### src/hdl/vtsc_pkg.sv
// Constants, register map and carrier types for the video timing and sync control block.
// Assumes a single 40 MHz APB clock domain; pins are synchronised inside the block.
`default_nettype none
package vtsc_pkg;
  localparam int unsigned ADDR_W = 10;
  // Register indices; the byte address is four times the index.
  localparam logic [7:0] IDX_PLL = 8'h00;
  localparam logic [7:0] IDX_INMODE = 8'h01;
  localparam logic [7:0] IDX_SDED_RATE = 8'h0d;
  localparam logic [7:0] IDX_EDHD_STD = 8'h30;
  localparam logic [7:0] IDX_HD_RATE = 8'h31;
  localparam logic [7:0] IDX_EDHD_TRST = 8'h34;
  localparam logic [7:0] IDX_SD_MODE2 = 8'h82;
  localparam logic [7:0] IDX_SD_MODE4 = 8'h84;
  localparam logic [7:0] IDX_SD_SLAVE = 8'h8a;
  localparam logic [7:0] IDX_FIELD_CNT = 8'hbb;
  // Field positions.
  localparam int unsigned PLL_OFF_BIT = 1;
  localparam int unsigned RATE_BIT = 3;
  localparam int unsigned HD_RATE_BIT = 1;
  localparam int unsigned TRST_BIT = 0;
  localparam int unsigned TRICK_BIT = 5;
  localparam int unsigned LOCK_LSB = 1;
  localparam int unsigned INMODE_LSB = 4;
  localparam int unsigned STD_LSB = 3;
  // Reset values and encodings.
  localparam logic [7:0] PLL_RST = 8'h02;
  localparam logic [2:0] IN_SD = 3'h0;
  localparam logic [2:0] IN_SDR = 3'h1;
  localparam logic [2:0] IN_DDR = 3'h2;
  localparam logic [2:0] IN_ED54 = 3'h7;
  localparam logic [4:0] STD_NONSTD = 5'h01;
  localparam logic [4:0] STD_HD_MIN = 5'h08;
  localparam logic [1:0] LOCK_OFF = 2'h0;
  localparam logic [1:0] LOCK_PHASE = 2'h1;
  localparam logic [1:0] LOCK_TIMING = 2'h2;
  localparam logic [1:0] LOCK_FREQ = 2'h3;
  localparam logic [2:0] SLAVE_MODE0 = 3'h0;
  // Oversampling factors.
  localparam logic [4:0] OS_1X = 5'h01;
  localparam logic [4:0] OS_2X = 5'h02;
  localparam logic [4:0] OS_4X = 5'h04;
  localparam logic [4:0] OS_8X = 5'h08;
  localparam logic [4:0] OS_16X = 5'h10;
  // Lock stream framing and first field number.
  localparam int unsigned LOCK_BITS = 67;
  localparam int unsigned FSC_BITS = 22;
  localparam logic [6:0] LOCK_LAST = 7'h42;
  localparam logic [4:0] FIELD_FIRST = 5'h01;
  typedef enum logic [1:0] {VTSC_BLANK = 2'h0, VTSC_SYNC = 2'h1, VTSC_TRI = 2'h3} vtsc_level_t;
  typedef struct packed {
    logic [10:0] h;
    logic [10:0] v;
    logic [4:0] field;
  } vtsc_sd_t;
  typedef struct packed {
    logic [11:0] h;
    logic [10:0] v;
  } vtsc_edhd_t;
endpackage : vtsc_pkg
`default_nettype wire

### src/hdl/vtsc_top.sv
// Video timing and sync control: oversampling select, ED/HD nonstandard sync levels,
// timing resets, lock pin decode, lock stream receiver and tape trick-play sync.
// Assumes APB master on pclk; sync and lock pins are asynchronous to pclk.
// How it works
// - Oversampling PLL is off after reset; writing zero to its control bit enables it.
// - SD input: 2x with PLL off, else 8x or 16x by rate bit.
// - ED input, 54 MHz included: 1x with PLL off, else 4x or 8x.
// - HD input: 1x with PLL off, else 2x or 4x by HD rate bit.
// - Standard field pattern 00001 selects ED/HD nonstandard timing mode.
// - Sync pin levels in nonstandard mode choose blank, sync or tri-level output.
// - Nonstandard mode ignores embedded codes and times from the sync pins only.
// - Nonstandard mode forces the PLL off and disables oversampling.
// - ED/HD timing reset bit holds ED/HD counters at zero; SD counters unaffected.
// - Lock pin function: 10 timing reset, 01 phase reset, 11 frequency lock.
// - Timing reset: pin high holds SD counters; release restarts at field one, phase reset.
// - Phase reset mode: rising edge zeroes phase at next field start, field kept.
// - Field count register shows the active field number.
// - Frequency lock mode takes the lock stream and updates frequency per line.
// - Lock frame is 67 bits, frequency in bits 0 to 21, two cycles per bit.
// - Trick-play sync updates line and field counters from incoming vertical sync.
// - Trick-play sync has no effect in slave mode 0.
// - Input mode field: 000 SD, 001 SDR, 010 DDR, 111 ED at 54 MHz.
//
// Our own choices: the register offsets and the APB register port.
`default_nettype none
module vtsc_top #(
  parameter int unsigned SD_LINE = 1716,
  parameter int unsigned SD_LINES = 525,
  parameter int unsigned SD_FIELDS = 4,
  parameter int unsigned EDHD_LINE = 1716,
  parameter int unsigned EDHD_LINES = 525
) (
  input wire logic pclk,
  input wire logic presetn,
  input wire logic psel,
  input wire logic penable,
  input wire logic pwrite,
  input wire logic [vtsc_pkg::ADDR_W-1:0] paddr,
  input wire logic [31:0] pwdata,
  output logic [31:0] prdata,
  output logic pready,
  output logic pslverr,
  input wire logic hsync_n,
  input wire logic vsync_n,
  input wire logic subcarrier_lock_pin,
  input wire logic embedded_sync,
  output logic pll_enable,
  output logic [4:0] oversample,
  output logic nonstd_mode,
  output vtsc_pkg::vtsc_level_t sync_level,
  output vtsc_pkg::vtsc_sd_t sd_timing,
  output vtsc_pkg::vtsc_edhd_t edhd_timing,
  output logic phase_reset,
  output logic [vtsc_pkg::FSC_BITS-1:0] fsc_value,
  output logic fsc_update
);
  import vtsc_pkg::*;

  function automatic logic [4:0] os_pick(input logic pll_on, input logic sel,
                                         input logic [4:0] f_off, input logic [4:0] f1,
                                         input logic [4:0] f0);
    os_pick = !pll_on ? f_off : (sel ? f1 : f0);
  endfunction : os_pick

  logic [7:0] pll_q, inmode_q, rate_q, std_q, hdrate_q, trst_q, mode2_q, mode4_q, slave_q;
  logic pready_q, pslverr_q;
  logic [31:0] prdata_q;
  vtsc_sd_t sd_q;
  logic [7:0] idx;
  logic mapped;
  assign idx = paddr[ADDR_W-1:2];
  always_comb begin
    unique case (idx)
      IDX_PLL, IDX_INMODE, IDX_SDED_RATE, IDX_EDHD_STD, IDX_HD_RATE, IDX_EDHD_TRST,
      IDX_SD_MODE2, IDX_SD_MODE4, IDX_SD_SLAVE, IDX_FIELD_CNT: mapped = 1'b1;
      default: mapped = 1'b0;
    endcase
  end

  // One wait state: the access phase ends at the second edge with a registered answer.
  wire acc_end = psel && penable && pready_q;
  wire wr = acc_end && pwrite && mapped;
  always_ff @(posedge pclk or negedge presetn) begin
    if (!presetn) begin
      pready_q <= 1'b0;
      pslverr_q <= 1'b0;
      prdata_q <= 32'h0;
    end else begin
      pready_q <= psel && penable && !pready_q;
      pslverr_q <= psel && penable && !pready_q && !mapped;
      if (psel && penable && !pready_q && !pwrite) begin
        unique case (idx)
          IDX_PLL: prdata_q <= {24'h0, pll_q};
          IDX_INMODE: prdata_q <= {24'h0, inmode_q};
          IDX_SDED_RATE: prdata_q <= {24'h0, rate_q};
          IDX_EDHD_STD: prdata_q <= {24'h0, std_q};
          IDX_HD_RATE: prdata_q <= {24'h0, hdrate_q};
          IDX_EDHD_TRST: prdata_q <= {24'h0, trst_q};
          IDX_SD_MODE2: prdata_q <= {24'h0, mode2_q};
          IDX_SD_MODE4: prdata_q <= {24'h0, mode4_q};
          IDX_SD_SLAVE: prdata_q <= {24'h0, slave_q};
          IDX_FIELD_CNT: prdata_q <= {27'h0, sd_q.field};
          default: prdata_q <= 32'h0;
        endcase
      end
    end
  end
  assign pready = pready_q;
  assign pslverr = pslverr_q;
  assign prdata = prdata_q;

  always_ff @(posedge pclk or negedge presetn) begin
    if (!presetn) begin
      pll_q <= PLL_RST;
      inmode_q <= 8'h00;
      rate_q <= 8'h00;
      std_q <= 8'h00;
      hdrate_q <= 8'h00;
      trst_q <= 8'h00;
      mode2_q <= 8'h00;
      mode4_q <= 8'h00;
      slave_q <= 8'h00;
    end else if (wr) begin
      unique case (idx)
        IDX_PLL: pll_q <= pwdata[7:0];
        IDX_INMODE: inmode_q <= pwdata[7:0];
        IDX_SDED_RATE: rate_q <= pwdata[7:0];
        IDX_EDHD_STD: std_q <= pwdata[7:0];
        IDX_HD_RATE: hdrate_q <= pwdata[7:0];
        IDX_EDHD_TRST: trst_q <= pwdata[7:0];
        IDX_SD_MODE2: mode2_q <= pwdata[7:0];
        IDX_SD_MODE4: mode4_q <= pwdata[7:0];
        IDX_SD_SLAVE: slave_q <= pwdata[7:0];
        default: ;
      endcase
    end
  end

  wire [2:0] in_mode = inmode_q[INMODE_LSB+:3];
  wire [4:0] std = std_q[STD_LSB+:5];
  wire [1:0] lock_mode = mode4_q[LOCK_LSB+:2];
  wire nonstd = (in_mode != IN_SD) && (std == STD_NONSTD);
  // Hardware keeps the PLL off in nonstandard mode even if software forgets.
  wire pll_on = !pll_q[PLL_OFF_BIT] && !nonstd;
  wire trick_on = mode2_q[TRICK_BIT] && (slave_q[2:0] != SLAVE_MODE0);

  // Three-stage synchronisers; a level counts once stages two and three agree.
  logic [2:0] hs_s, vs_s, lk_s;
  logic hs_q, vs_q, lk_q;
  always_ff @(posedge pclk or negedge presetn) begin
    if (!presetn) begin
      hs_s <= 3'h7;
      vs_s <= 3'h7;
      lk_s <= 3'h0;
      hs_q <= 1'b1;
      vs_q <= 1'b1;
      lk_q <= 1'b0;
    end else begin
      hs_s <= {hs_s[1:0], hsync_n};
      vs_s <= {vs_s[1:0], vsync_n};
      lk_s <= {lk_s[1:0], subcarrier_lock_pin};
      if (hs_s[1] == hs_s[2]) hs_q <= hs_s[2];
      if (vs_s[1] == vs_s[2]) vs_q <= vs_s[2];
      if (lk_s[1] == lk_s[2]) lk_q <= lk_s[2];
    end
  end
  wire hs_c = (hs_s[1] == hs_s[2]) ? hs_s[2] : hs_q;
  wire vs_c = (vs_s[1] == vs_s[2]) ? vs_s[2] : vs_q;
  wire lk_c = (lk_s[1] == lk_s[2]) ? lk_s[2] : lk_q;
  wire hs_fall = hs_q && !hs_c;
  wire vs_fall = vs_q && !vs_c;
  wire lk_rise = !lk_q && lk_c;
  wire lk_fall = lk_q && !lk_c;

  logic pll_en_q, nonstd_q;
  logic [4:0] os_q;
  vtsc_level_t lvl_q;
  always_ff @(posedge pclk or negedge presetn) begin
    if (!presetn) begin
      pll_en_q <= 1'b0;
      nonstd_q <= 1'b0;
      os_q <= OS_1X;
      lvl_q <= VTSC_BLANK;
    end else begin
      pll_en_q <= pll_on;
      nonstd_q <= nonstd;
      if (in_mode == IN_SD)
        os_q <= os_pick(pll_on, rate_q[RATE_BIT], OS_2X, OS_8X, OS_16X);
      else if (in_mode == IN_ED54 || std < STD_HD_MIN)
        os_q <= os_pick(pll_on, rate_q[RATE_BIT], OS_1X, OS_4X, OS_8X);
      else
        os_q <= os_pick(pll_on, hdrate_q[HD_RATE_BIT], OS_1X, OS_2X, OS_4X);
      if (!nonstd) lvl_q <= VTSC_BLANK;
      else if (hs_c) lvl_q <= VTSC_BLANK;
      else lvl_q <= vs_c ? VTSC_TRI : VTSC_SYNC;
    end
  end
  assign pll_enable = pll_en_q;
  assign nonstd_mode = nonstd_q;
  assign oversample = os_q;
  assign sync_level = lvl_q;

  // ED/HD counters: pins only in nonstandard mode, embedded codes otherwise.
  vtsc_edhd_t ed_q;
  wire ed_line = nonstd ? hs_fall : embedded_sync;
  always_ff @(posedge pclk or negedge presetn) begin
    if (!presetn) ed_q <= '0;
    else if (trst_q[TRST_BIT]) ed_q <= '0;
    else if (ed_line || ed_q.h == 12'(EDHD_LINE - 1)) begin
      ed_q.h <= 12'h000;
      if (nonstd && vs_fall) ed_q.v <= 11'h000;
      else ed_q.v <= (ed_q.v == 11'(EDHD_LINES - 1)) ? 11'h000 : ed_q.v + 11'h001;
    end else ed_q.h <= ed_q.h + 12'h001;
  end
  assign edhd_timing = ed_q;

  // SD counters with timing reset, phase reset and trick-play alignment.
  logic trst_hold_q, phres_pend_q, ph_q;
  wire sd_eol = sd_q.h == 11'(SD_LINE - 1);
  wire sd_eof = sd_eol && sd_q.v == 11'(SD_LINES - 1);
  wire trick_v = trick_on && vs_fall;
  wire next_field = sd_eof || trick_v;
  wire [4:0] field_inc = (sd_q.field == 5'(SD_FIELDS)) ? FIELD_FIRST : sd_q.field + 5'h01;
  always_ff @(posedge pclk or negedge presetn) begin
    if (!presetn) trst_hold_q <= 1'b0;
    else if (lock_mode != LOCK_TIMING) trst_hold_q <= 1'b0;
    else if (lk_rise) trst_hold_q <= 1'b1;
    else if (lk_fall) trst_hold_q <= 1'b0;
  end
  always_ff @(posedge pclk or negedge presetn) begin
    if (!presetn) sd_q <= '{h: 11'h000, v: 11'h000, field: FIELD_FIRST};
    else if (trst_hold_q || (lock_mode == LOCK_TIMING && lk_rise)) begin
      sd_q <= '{h: 11'h000, v: 11'h000, field: FIELD_FIRST};
    end else if (next_field) begin
      sd_q.h <= 11'h000;
      sd_q.v <= 11'h000;
      sd_q.field <= field_inc;
    end else if (sd_eol) begin
      sd_q.h <= 11'h000;
      sd_q.v <= sd_q.v + 11'h001;
    end else sd_q.h <= sd_q.h + 11'h001;
  end
  assign sd_timing = sd_q;

  // A new request in the cycle the pending one is served keeps it pending.
  always_ff @(posedge pclk or negedge presetn) begin
    if (!presetn) phres_pend_q <= 1'b0;
    else if (lock_mode == LOCK_PHASE && lk_rise) phres_pend_q <= 1'b1;
    else if (next_field || lock_mode != LOCK_PHASE) phres_pend_q <= 1'b0;
  end
  always_ff @(posedge pclk or negedge presetn) begin
    if (!presetn) ph_q <= 1'b0;
    else ph_q <= (trst_hold_q && lk_fall) || (phres_pend_q && next_field);
  end
  assign phase_reset = ph_q;

  // Lock stream: a frame opens on a high bit while idle; each bit lasts two cycles.
  logic busy_q, half_q, have_q, upd_q;
  logic [6:0] bit_q;
  logic [FSC_BITS-1:0] sh_q, fsc_q;
  wire freq_mode = lock_mode == LOCK_FREQ;
  always_ff @(posedge pclk or negedge presetn) begin
    if (!presetn) begin
      busy_q <= 1'b0;
      half_q <= 1'b0;
      bit_q <= 7'h00;
      sh_q <= '0;
      have_q <= 1'b0;
    end else if (!freq_mode) begin
      busy_q <= 1'b0;
      have_q <= 1'b0;
    end else begin
      // Clearing comes first so a frame that ends at a line end is not lost.
      if (have_q && sd_eol) have_q <= 1'b0;
      if (!busy_q) begin
        busy_q <= lk_c;
        half_q <= 1'b1;
        bit_q <= 7'h00;
      end else begin
        half_q <= !half_q;
        if (half_q) begin
          if (bit_q < 7'(FSC_BITS)) sh_q <= {lk_c, sh_q[FSC_BITS-1:1]};
          if (bit_q == LOCK_LAST) begin
            busy_q <= 1'b0;
            have_q <= 1'b1;
          end
          bit_q <= bit_q + 7'h01;
        end
      end
    end
  end
  always_ff @(posedge pclk or negedge presetn) begin
    if (!presetn) begin
      fsc_q <= '0;
      upd_q <= 1'b0;
    end else begin
      upd_q <= freq_mode && have_q && sd_eol;
      if (freq_mode && have_q && sd_eol) fsc_q <= sh_q;
    end
  end
  assign fsc_value = fsc_q;
  assign fsc_update = upd_q;
endmodule : vtsc_top
`default_nettype wire

### config.mk
export PLATFORM = sky130hd
export DESIGN_NAME = vtsc_top
export DESIGN_NICKNAME = d
export VERILOG_FILES = /design/src/hdl/vtsc_pkg.sv /design/src/hdl/vtsc_top.sv
export SDC_FILE = /design/constraint.sdc
export NUM_CORES = 1
export LEC_CHECK = 0
export BUFFER_PORTS_ARGS = -buffer_cell sky130_fd_sc_hd__buf_2
export CORE_MARGIN = 2
export CORE_UTILIZATION = 61
export CTS_CLUSTER_SIZE = 24
export DETAILED_ROUTE_END_ITERATION = 10
export GPL_ROUTABILITY_DRIVEN = 0
export PLACE_DENSITY = 0.92
export SLEW_MARGIN = 25
export SYNTH_ARGS = -nofsm -noshare
export SYNTH_HDL_FRONTEND = slang
export SYNTH_SLANG_ARGS = --single-unit
export TNS_END_PERCENT = 50
### constraint.sdc
create_clock -name pclk -period 4.1 [get_ports pclk]
set_input_delay 0.205 -clock pclk [delete_from_list [all_inputs] [get_ports pclk]]
set_output_delay 0.205 -clock pclk [all_outputs]
set_load 0.02 [all_outputs]
==> impl_metrics.json <==
{
  "cp_cell_sequence": "or2_2 -> or3_4 -> o311ai_4 -> nand2b_1 -> o31ai_1",
  "synth_top_family_by_area": "multiplexers",
  "n_antenna_cell": 0,
  "grt_max_degree": 125,
  "skew_ns": 0.0266,
  "route.vias.total": 7238,
  "drc_errors": 0,
  "ys_seq_area_share_pct": 53.7,
  "holdWs_ns": 0.0596,
  "drt-pass1-iter-count": 6,
  "dp_hpwl_um": 15000,
  "dp_cells": 1140,
  "synth-edff-count": 0,
  "nNetsFinal": 1018,
  "start_kind": "flop",
  "ys_warn_count": 0,
  "synth_seq_cells": 211,
  "cts-resized-gates": 0,
  "initialDrtViolationCount": 695,
  "start_util_pct": 62.3,
  "stdcell_count": 1188,
  "rows": 46,
  "timing.final.crit_share_pct": 68.0,
  "totalWireLength_um": 22800,
  "grt.overflow.total": 0,
  "muxShareOfSynthArea_pct": 14.4,
  "maxCapViolations": 0,
  "yosysTopAreaCell": "dfrtp_1",
  "crit_required_ns": 4.49,
  "htreeDepth": 1,
  "syn_inst": 834,
  "max_freq_ghz": 0.359,
  "ff2ff_setup_slack_ns": 1.31,
  "min_period_ns": 2.79,
  "synth_top_area_share_pct": 50.8,
  "cpPeakStageDelay_ns": 0.83,
  "clkSinkCount": 211,
  "postSynth.asyncResetShare_pct": 100,
  "antenna_found_initial": 0,
  "postRouteAntennaNets": 0,
  "io_buffers": 117,
  "yosys.area_share.simple_pct": 14.0,
  "synth_compound_area_share_pct": 8.77,
  "grt_pass1_wl_um": 37300,
  "crit_path_max_fanout": 25,
  "p_leak_uw": 0.00559,
  "drive_gt1_share_pct": 32.1,
  "synthAdderAreaFrac_pct": 1.83,
  "synth_xor_area_share_pct": 2.76,
  "fp.dieW_um": 131,
  "setup_violations": 0,
  "clk_latency_ns": 0.52,
  "hold_path_class": "in -> reg",
  "hold_viol": 0,
  "syn_avg_cell_area_um2": 11.8,
  "max-slew-margin-rel_pct": 36.9,
  "status": "finished clean",
  "area_growth_pct": 15.5,
  "ioPinCount": 168,
  "cts_buffer_depth": 3,
  "synth_area_um2": 9850,
  "pwr_density_cell_nw_per_um2": 425,
  "ys_dominant_reg_cell": "dfrtp_1",
  "rsz0062_at_grt": "no",
  "end_kind": "flop",
  "vdd.ir_drop.worst_uv": 320,
  "cts_buffers": 23,
  "clock-root-buffer": "clkbuf_16",
  "die-area_um2": 17200,
  "synth_area_leaders": "dfrtp_1 51%, mux2_2 14%, dfstp_2 2.9%, nor2_1 2.4%, buf_4 2.1%",
  "grt_pass1_vias": 7218,
  "viasPerCell": 6.09,
  "fin_setup_tns_ns": 0,
  "cp.arrival_ns": 3.17,
  "die_h_um": 131,
  "grt_usage_pct": 26.5,
  "path_clk_slew_ns": 0.06,
  "wire_per_inst_um": 19.2,
  "synthDistinctLibCells": 78,
  "coreArea_um2": 15800,
  "maxSlewViolCount": 0,
  "worst_pin_slew_ns": 0.945,
  "tritoncts": "built",
  "criticalPathCategory": "reg -> reg",
  "slowest_stage": "o311ai_4"
}
==> state kept, by name (all words and copies together), names as in the netlist, 22 cells and up <==
register / count
fsc_value: 22
sh_q: 22
sd_timing: 27
edhd_timing: 23
==> cells in the final DEF (no fill, tap or decap), drive strengths merged, types with 5 or more instances in the layout <==
cell type | synthesis | final
dfrtp | 200 | 200
buf | 36 | 124
mux2 | 121 | 121
nor2 | 63 | 63
nand2 | 40 | 40
inv | 30 | 31
clkbuf | 21 | 29
conb | 1 | 24
nand3 | 22 | 22
o21ai | 21 | 21
nor3 | 20 | 20
nand4 | 18 | 18
a21oi | 18 | 18
xnor2 | 17 | 17
a22oi | 16 | 16
xor2 | 14 | 14
a32oi | 12 | 12
ha | 12 | 12
dfstp | 11 | 11
and3 | 10 | 10
nor4 | 10 | 10
and2 | 9 | 9
nand2b | 8 | 8
clkinv | 0 | 8
or3 | 8 | 8
nor4b | 6 | 6
mux2i | 6 | 6
a22o | 6 | 6
dlygate4sd3 | 0 | 6
and4 | 5 | 5
a32o | 5 | 5
==> timing repair <==
| item | 4_1_cts | 5_1_grt |
|---|---|---|
| hold buffers | 6 | 0 |
| endpoints found under the hold margin | 116 | 0 |
| buffers inserted | 0 | 0 |
==> synth_stat cells, types with 14 or more instances <==
cell / count
xor2_1: 14
mux2_2: 120
inv_1: 30
nand4_1: 18
nand2_1: 40
nor2_1: 63
a22oi_1: 16
xnor2_1: 17
buf_4: 27
nand3_1: 21
a21oi_1: 18
o21ai_0: 19
dfrtp_1: 200
nor3_1: 18
clkbuf_1: 19
==> area by class of cell <==
| cell class | count | area (um2) |
|---|---|---|
| clock inverters | 13 | 146 |
| clock buffers | 29 | 628 |
| fillers | 1043 | 4450 |
| inverters | 30 | 113 |
| repair buffers | 130 | 708 |
| multi-input cells | 559 | 4220 |
| well taps | 216 | 270 |
| flip-flops and latches | 211 | 5290 |
==> critical path: cells and delay by family, from the launching register on <==
family	cells	cell delay [ns]
compound gates	2	1.16
flops	1	0.43
simple gates	3	1.07
==> final timing paths <==
path,startpoint,endpoint,cells after the start
setup reg to reg,std_q[6]$_DFFE_PN0P_,edhd_timing[3]$_DFFE_PN0P_,5
hold reg to reg,lk_s[0]$_DFF_PN0_,lk_s[1]$_DFF_PN0_,0
setup / recovery,std_q[6]$_DFFE_PN0P_,edhd_timing[3]$_DFFE_PN0P_,5
min in group asynchronous,presetn,pslverr$_DFF_PN0_,2
max in group asynchronous,presetn,sh_q[7]$_DFFE_PN0P_,3
hold / removal,psel,pslverr$_DFF_PN0_,3
==> routing by layer <==
metal	part of all wire [%]	GRT usage (%)	wire, um	vias to the layer above
li1	-	-	-	3218
met1	40	35.3	9080	3572
met2	49	43.5	11100	354
met3	7.3	4.82	1650	94
met4	4.1	10.7	941	0
met5	0	0	0	-
==> logic make-up (layout without fill, tap and decap cells) <==
logic type | after synthesis | count (layout)
compound gates | 117 | 117
other cells | 1 | 24
fa+ha+maj | 15 | 15
simple gates | 245 | 245
mux | 127 | 127
flops | 211 | 211
xor+xnor | 31 | 31
buf+inv | 87 | 202
==> report_power, final <==
group / internal, uW / leakage, uW / switching (uW)
Combinational: 160 / 0.00235 / 313
Sequential: 2160 / 0.00286 / 105
Clock: 1280 / 0.000387 / 823
Total: 3600 / 0.00559 / 1240
==> through the flow <==
stage / setup WS [ns] / cell area [um2] / utilization (%) / total power [uW]
after floorplan: 1.84 / 9940 / - / 2590
after global placement: 1.51 / 10500 / 66.6 / 2750
after detailed placement: 1.44 / 10500 / 66.6 / 2770
after CTS: 1.32 / 11400 / 71.9 / 4870
after global routing: 1.18 / 11400 / 71.9 / 5010
final: 1.31 / 11400 / 71.9 / 4840
Note: power is estimated with default switching activity, not from simulation.
